File: src/hsp_defines.svh
// Constants for the halt and clock-stop power mode controller
`ifndef HSP_DEFINES_SVH
`define HSP_DEFINES_SVH
`define HSP_STAB_W      16
`define HSP_PC_W        14
`define HSP_PIN_W       48
`define HSP_ADC_PINS_W  6
`endif

File: src/hsp_pkg.sv
// Types for the halt and clock-stop power mode controller
package hsp_pkg;
  typedef enum logic [1:0] {
    HSP_RUN    = 2'b00,
    HSP_HALT   = 2'b01,
    HSP_STOP   = 2'b10,
    HSP_SETTLE = 2'b11
  } hsp_mode_e;
endpackage

File: src/hsp_settle_timer.sv
// Half stabilization wait counter used after clock-stop release
`timescale 1ns/1ps
`include "hsp_defines.svh"
module hsp_settle_timer #(
  parameter int W = `HSP_STAB_W
) (
  input  wire logic         ref_clk,
  input  wire logic         rst,
  input  wire logic         start,     // Load pulse
  input  wire logic [W-1:0] full_time, // Configured stabilization time in cycles
  output logic              done       // High for one cycle at expiry
);
  typedef struct packed
  {
    logic [W-1:0] cnt;
    logic         busy;
    logic         done;
  } hsp_tmr_s;
  hsp_tmr_s st;
  hsp_tmr_s next_st;

  // Count down half of the configured time, at least one cycle
  always_comb
  begin
    next_st = st;
    next_st.done = 1'b0;
    if (start)
    begin
      next_st.cnt  = (full_time >> 1) == '0 ? W'(1) : (full_time >> 1);
      next_st.busy = 1'b1;
    end
    else if (st.busy)
    begin
      if (st.cnt == W'(1))
      begin
        next_st.busy = 1'b0;
        next_st.done = 1'b1;
      end
      next_st.cnt = st.cnt - W'(1);
    end
  end

  // State register
  always_ff @(posedge ref_clk)
  begin
    if (rst)
      st <= '0;
    else
      st <= next_st;
  end

  assign done = st.done;
endmodule

File: src/hsp_pin_hold.sv
// Pin mode override: forces general port mode in stop, retaining direction and level
`timescale 1ns/1ps
`include "hsp_defines.svh"
module hsp_pin_hold #(
  parameter int W = `HSP_PIN_W
) (
  input  wire logic         ref_clk,
  input  wire logic         rst,
  input  wire logic         stop_enter, // Capture moment
  input  wire logic         stopped,    // Override active
  input  wire logic [W-1:0] keep_mask,  // Pins exempt from forcing
  input  wire logic [W-1:0] alt_sel,    // Peripheral function selects
  input  wire logic [W-1:0] dir_out,    // Configured directions
  input  wire logic [W-1:0] out_val,    // Current output levels
  output logic      [W-1:0] alt_sel_o,
  output logic      [W-1:0] dir_out_o,
  output logic      [W-1:0] out_val_o
);
  typedef struct packed
  {
    logic [W-1:0] alt;
    logic [W-1:0] dir;
    logic [W-1:0] val;
  } hsp_pin_s;
  hsp_pin_s st;
  hsp_pin_s next_st;

  // Snapshot at stop entry; hold while stopped or settling; pass through otherwise (halt keeps pins unchanged)
  always_comb
  begin
    next_st = st;
    if (stop_enter)
    begin
      next_st.alt = alt_sel & keep_mask;
      next_st.dir = dir_out;
      next_st.val = out_val;
    end
    else if (!stopped)
    begin
      next_st.alt = alt_sel;
      next_st.dir = dir_out;
      next_st.val = out_val;
    end
  end

  // State register
  always_ff @(posedge ref_clk)
  begin
    if (rst)
      st <= '0;
    else
      st <= next_st;
  end

  assign alt_sel_o = st.alt;
  assign dir_out_o = st.dir;
  assign out_val_o = st.val;
endmodule

File: src/hsp_power_ctrl.sv
// Halt and clock-stop power mode controller top
`timescale 1ns/1ps
`include "hsp_defines.svh"
module hsp_power_ctrl #(
  parameter int PW = `HSP_PIN_W,
  parameter int CW = `HSP_PC_W,
  parameter int TW = `HSP_STAB_W,
  parameter int AW = `HSP_ADC_PINS_W
) (
  input  wire logic          ref_clk,
  input  wire logic          rst,
  input  wire logic          halt_req,        // Halt instruction strobe
  input  wire logic          stop_req,        // Clock-stop instruction strobe
  input  wire logic          halt_release,    // Halt release condition met
  input  wire logic          stop_release,    // Stop release condition met
  input  wire logic [CW-1:0] pc_in,           // Address of current instruction
  input  wire logic          chip_en,         // Chip-enable pin level
  input  wire logic          ce_rise,         // Chip-enable rising seen
  input  wire logic          ce_cnt_busy,     // Chip-enable reset counter running
  input  wire logic [TW-1:0] stab_time,       // Stabilization time in cycles
  input  wire logic          sio_ext_clk,     // Serial clocked externally (slave)
  input  wire logic          pll_sw_en,       // Software synthesizer enable
  input  wire logic [3:0]    analog_pd_en,    // Analog port pull-down selects
  input  wire logic [PW-1:0] keep_mask,       // Pins exempt from forcing
  input  wire logic [PW-1:0] alt_sel,         // Peripheral function selects
  input  wire logic [PW-1:0] dir_out,         // Configured directions
  input  wire logic [PW-1:0] out_val,         // Configured output levels
  output logic               cpu_run,         // Instruction execution enable
  output logic [CW-1:0]      pc_hold,         // Frozen program counter
  output logic               osc_run,         // Oscillator enable
  output logic               timer_run,
  output logic               pll_run,
  output logic               adc_run,
  output logic               pwm_run,
  output logic               sio_run,
  output logic               fcnt_run,
  output logic               tone_run,
  output logic               ctrl_init,       // One-cycle control register default load
  output logic [3:0]         analog_pd_o,     // Pull-down enables to pads
  output logic [PW-1:0]      pin_alt_o,
  output logic [PW-1:0]      pin_dir_o,
  output logic [PW-1:0]      pin_val_o
);
  typedef struct packed
  {
    hsp_pkg::hsp_mode_e mode;
    logic [CW-1:0]      pc;
    logic               init;
    logic [3:0]         pd;
  } hsp_top_s;
  hsp_top_s st;
  hsp_top_s next_st;

  logic stop_ok;     // Stop accepted (not a no-op)
  logic stop_enter;  // Stop taken this cycle, last cycle of run
  logic settle_done; // Half stabilization elapsed
  logic stopped;     // Override window for pins

  // Stop behaves as no-op while chip-enable reset activity runs
  assign stop_ok    = stop_req && !ce_rise && !ce_cnt_busy;
  assign stop_enter = (st.mode == hsp_pkg::HSP_RUN) && stop_ok;
  assign stopped    = (st.mode == hsp_pkg::HSP_STOP) || (st.mode == hsp_pkg::HSP_SETTLE);

  // Mode sequencing
  always_comb
  begin
    next_st = st;
    next_st.init = 1'b0;
    // Pull-down selects follow software except while stopped
    if (!stopped && !stop_enter)
      next_st.pd = analog_pd_en;
    unique case (st.mode)
      hsp_pkg::HSP_RUN:
      begin
        if (stop_enter)
        begin
          next_st.mode = hsp_pkg::HSP_STOP;
          next_st.pc   = pc_in;
          next_st.init = 1'b1;
          next_st.pd   = analog_pd_en;
        end
        else if (halt_req)
        begin
          next_st.mode = hsp_pkg::HSP_HALT;
          next_st.pc   = pc_in;
        end
      end
      hsp_pkg::HSP_HALT:
      begin
        // Halt release returns straight to execution
        if (halt_release)
          next_st.mode = hsp_pkg::HSP_RUN;
      end
      hsp_pkg::HSP_STOP:
      begin
        if (stop_release)
          next_st.mode = hsp_pkg::HSP_SETTLE;
      end
      hsp_pkg::HSP_SETTLE:
      begin
        // Oscillator runs but execution waits for it to settle
        if (settle_done)
          next_st.mode = hsp_pkg::HSP_RUN;
      end
    endcase
  end

  // State register; system registers live elsewhere and are never touched here
  always_ff @(posedge ref_clk)
  begin
    if (rst)
    begin
      st.mode <= hsp_pkg::HSP_RUN;
      st.pc   <= '0;
      st.init <= 1'b0;
      st.pd   <= 4'h0;
    end
    else
      st <= next_st;
  end

  // Settle wait starts as the release is taken
  hsp_settle_timer #(
    .W (TW)
  ) u_settle (
    .ref_clk   (ref_clk),
    .rst       (rst),
    .start     ((st.mode == hsp_pkg::HSP_STOP) && stop_release),
    .full_time (stab_time),
    .done      (settle_done)
  );

  // Pin override: upper interrupt and analog pins are in keep_mask
  hsp_pin_hold #(
    .W (PW)
  ) u_pins (
    .ref_clk    (ref_clk),
    .rst        (rst),
    .stop_enter (stop_enter),
    .stopped    (stopped),
    .keep_mask  (keep_mask),
    .alt_sel    (alt_sel),
    .dir_out    (dir_out),
    .out_val    (out_val),
    .alt_sel_o  (pin_alt_o),
    .dir_out_o  (pin_dir_o),
    .out_val_o  (pin_val_o)
  );

  // Peripheral run enables: all run in run and halt except master serial in halt, none in stop or settle
  logic periph_on;
  assign periph_on = (st.mode == hsp_pkg::HSP_RUN) || (st.mode == hsp_pkg::HSP_HALT);
  assign cpu_run   = (st.mode == hsp_pkg::HSP_RUN);
  assign pc_hold   = st.pc;
  assign osc_run   = (st.mode != hsp_pkg::HSP_STOP);
  assign timer_run = periph_on;
  assign adc_run   = periph_on;
  // Synthesizer needs chip-enable high in every mode
  assign pll_run   = periph_on && chip_en && pll_sw_en;
  assign pwm_run   = periph_on;
  assign fcnt_run  = periph_on;
  assign tone_run  = periph_on;
  // Master serial stops in halt as its shift clock source is gated
  assign sio_run   = (st.mode == hsp_pkg::HSP_RUN) ||
                     ((st.mode == hsp_pkg::HSP_HALT) && sio_ext_clk);
  assign ctrl_init   = st.init;
  assign analog_pd_o = st.pd;
endmodule

File: config.mk
export PLATFORM = sky130hd
export DESIGN_NAME = hsp_power_ctrl
export DESIGN_NICKNAME = d
export VERILOG_FILES = /design/src/hsp_pkg.sv /design/src/hsp_settle_timer.sv /design/src/hsp_pin_hold.sv /design/src/hsp_power_ctrl.sv
export VERILOG_INCLUDE_DIRS = /design/src
export SDC_FILE = /design/constraint.sdc
export NUM_CORES = 1
export LEC_CHECK = 0
export BUFFER_PORTS_ARGS = -buffer_cell sky130_fd_sc_hd__buf_4
export CELL_PAD_IN_SITES_DETAIL_PLACEMENT = 1
export CELL_PAD_IN_SITES_GLOBAL_PLACEMENT = 2
export CORE_MARGIN = 2
export CORE_UTILIZATION = 24
export DETAILED_ROUTE_END_ITERATION = 10
export GPL_ROUTABILITY_DRIVEN = 0
export PLACE_DENSITY_LB_ADDON = 0.3
export SKIP_LAST_GASP = 1
export SYNTH_ARGS = -nofsm -noshare
export SYNTH_HDL_FRONTEND = slang
export SYNTH_SLANG_ARGS = --single-unit
File: constraint.sdc
create_clock -name ref_clk -period 2.05 [get_ports ref_clk]
set_clock_uncertainty 0.05 [all_clocks]
set_input_delay 0.3075 -clock ref_clk [delete_from_list [all_inputs] [get_ports ref_clk]]
set_output_delay 0.3075 -clock ref_clk [all_outputs]
set_load 0.02 [all_outputs]
==> flow_summary.yaml <==
worst_hold_path:
  min-delay-start: "dir_out[3]"
  hold_class: "input port to flip-flop"
yosys:
  synth_xor_area_frac: 0.0137
  synth_cells: 740
  synthAdderAreaFrac: 0.00355
  synth_compound_area_frac: 0.113
  ys_seq_area_frac: 0.520
  yosys.area.top_type_share: 0.520
  yosys_warnings: 0
  synth-simple-area-share: 0.132
  yosys_register_bits: 183
  synth_top_family_by_area: "multiplexers"
  synthesis.area_sq_um: 7050
  syn_area_per_cell_sq_um: 9.53
  ys_types: 39
  yosysTopAreaCell: "dfxtp_1"
  syn_nets: 979
  synthMuxAreaShare: 0.163
  synthTopCellsByArea: "dfxtp_1, mux2i_1, nor2_1"
grt:
  grt_use_met1: 0.175
  busiest_layer: "met2"
  grt_usage: 0.160
  grt_pass1_vias: 6996
  grt_max_degree: 91
  antenna_found_initial: 0
  overflow: 0
  grt_first_pass_wirelength_microns: 38100
  met3_usage: 0.0751
  met2_usage: 0.275
clock_network:
  cts_buffers: 17
  cts_root_buffer: "clkbuf_16"
  cts_buffer_depth: 2
  htreeDepth: 4
  hold_buffers: 0
  numClockSinks: 183
  cts_tree: "done"
  clk_latency_ps: 430
  path_clk_slew_ps: 70
finish:
  layout.nets: 1347
  ff_latch_area_sq_um: 3670
  area_growth_pct: 56.0
  multi_input_area_sq_um: 3010
  layout_common_cells: "buf_4, dfxtp_1, nor2_1"
  final_util: 0.382
  drive_gt1_frac: 0.411
  num-fill-cells: 3370
  diodes: 0
  layout_commonest_cell: "buf_4"
pwr:
  leakage_nw: 4.83
  total_power_mw: 8.92
  max-vdd-ir-drop_mv: 0.412
  power_density_nw_per_um2: 812
die:
  start_util: 0.245
  dieArea_sq_um: 30800
  ioPinCount: 409
  placeableCoreArea_sq_um: 28800
  die_y_microns: 175
  row_count: 62
  fp.dieW_microns: 175
route:
  drc: 0
  ant_nets: 0
  dr.first_iter.drc_count: 153
  wl_microns: 25500
  routed_via_density: 4.41
  wl_per_cell_microns: 17.0
  num_vias: 6625
  drtPass1Iterations: 4
timing:
  fmax_mhz: 508
  worst_pin_slew_ps: 556
  fin_crit_sh: 0.960
  rsz0062_at_grt: "no"
  setup_viol: 0
  fin_tns_setup_ps: 0
  period_needed_ps: 1970
  fin_ws_ps: 81.5
  finalHoldViolations: 0
  finalMaxSlewViolations: 0
  max_slew_margin: 0.629
setup_path:
  setup.worst_path.class: "flip-flop to flip-flop"
  r2r_start: "u_settle.st[9]"
  cp.required_ps: 2350
  endpoint_kind: "flip-flop"
  start_kind: "flip-flop"
  worstPathArrival_ps: 2270
  worst-path-max-fanout: 6
  startpoint: "u_settle.st[9]"
placement:
  hpwl_microns: 19200
  pre_cts_slack_ps: 68.1
  portBuffers: 407
status:
  status: "finished, final reports clean"
flow_run:
  drv_cap: 0
==> registers in the layout, indices dropped and copies added, names as in the netlist <==
register,flops
u_pins.alt_sel_o,48
u_pins.out_val_o,48
u_pins.dir_out_o,48
pc_hold,14
st,2
analog_pd_o,4
u_settle.st,17
u_settle.done,1
ctrl_init,1
==> power breakdown <==
group	internal, mW	total (mW)	leakage, nW	switching (mW)
clock network	1.82	3.28	0.274	1.46
logic	0.850	1.71	3.04	0.855
registers	3.80	3.94	1.52	0.143
==> area by class of cell <==
class                           count  area share
Clock inverter                     12      0.0117
Multi-Input combinational cell    476       0.274
Timing Repair Buffer              424       0.295
Inverter                            6     0.00205
Sequential cell                   183       0.333
Clock buffer                       18      0.0399
Tap cell                          384      0.0437
==> critical path, cell delays in order, from the launching register on <==
cell,delay [ps]
dfxtp_1,340
or4_4,570
or3_1,330
or3_1,350
a311oi_1,250
==> per-layer routing <==
metal  vias to the layer above  routed length [microns]  share of wire
met5                         -                        0              0
met4                         0                      401          0.016
met3                        21                     2870           0.11
met2                       282                    12200           0.48
met1                      3069                    10100           0.39
li1                       3253                        -              -
==> worst paths after layout <==
path                               end  slack (ps)  depth (start not counted)
setup / recovery       u_settle.st[15]          80                          4
hold / removal     u_pins.dir_out_o[3]          50                          3
hold reg to reg   u_pins.alt_sel_o[31]         410                          2
setup reg to reg       u_settle.st[15]          80                          4
==> synth_stat cells <==
library cell    n
clkbuf_1       42
a311oi_1        1
inv_2           1
buf_2           3
a21boi_0        1
nor3b_1         2
a21oi_1        52
nor4b_1         1
nor2_1        137
dfxtp_1       183
inv_1           5
buf_4          22
nand4_1         1
o31a_1          1
a41oi_1         1
buf_1           8
ha_1            2
xnor2_1         5
xor2_1          6
nand2b_1        1
and3_1          2
nand3b_1        2
or4_4           1
nor4_1          5
o22ai_1         1
o21ai_0         6
nand4b_1        1
o211ai_1       49
and3b_1         1
nand2_1        56
o21ai_1         1
nand4bb_1       1
a2111oi_0       1
nor2b_1         1
or3_1           7
a211oi_1       11
mux2i_1       115
nand3_1         1
nor3_1          3
==> what timing repair did <==
action / in CTS / in global routing
gates resized for setup: 0 / 1
endpoints found under the setup margin: 0 / 1
buffers inserted: 0 / 0
==> logic make-up after synthesis <==
logic type | count (synthesis)
mux | 115
fa+ha+maj | 2
simple gates | 223
buf+inv | 81
xor+xnor | 11
flops | 183
compound gates | 125
==> stage by stage <==
stage	area [sq um]	std cells	hold WS [ps]
final	11000	1503	48.0
after global routing	11000	1503	31.1
after CTS	11000	1503	21.4
after detailed placement	10400	1473	407
after global placement	10400	1473	402
after floorplan	7050	740	394
Power figures use the tool's default switching activity.
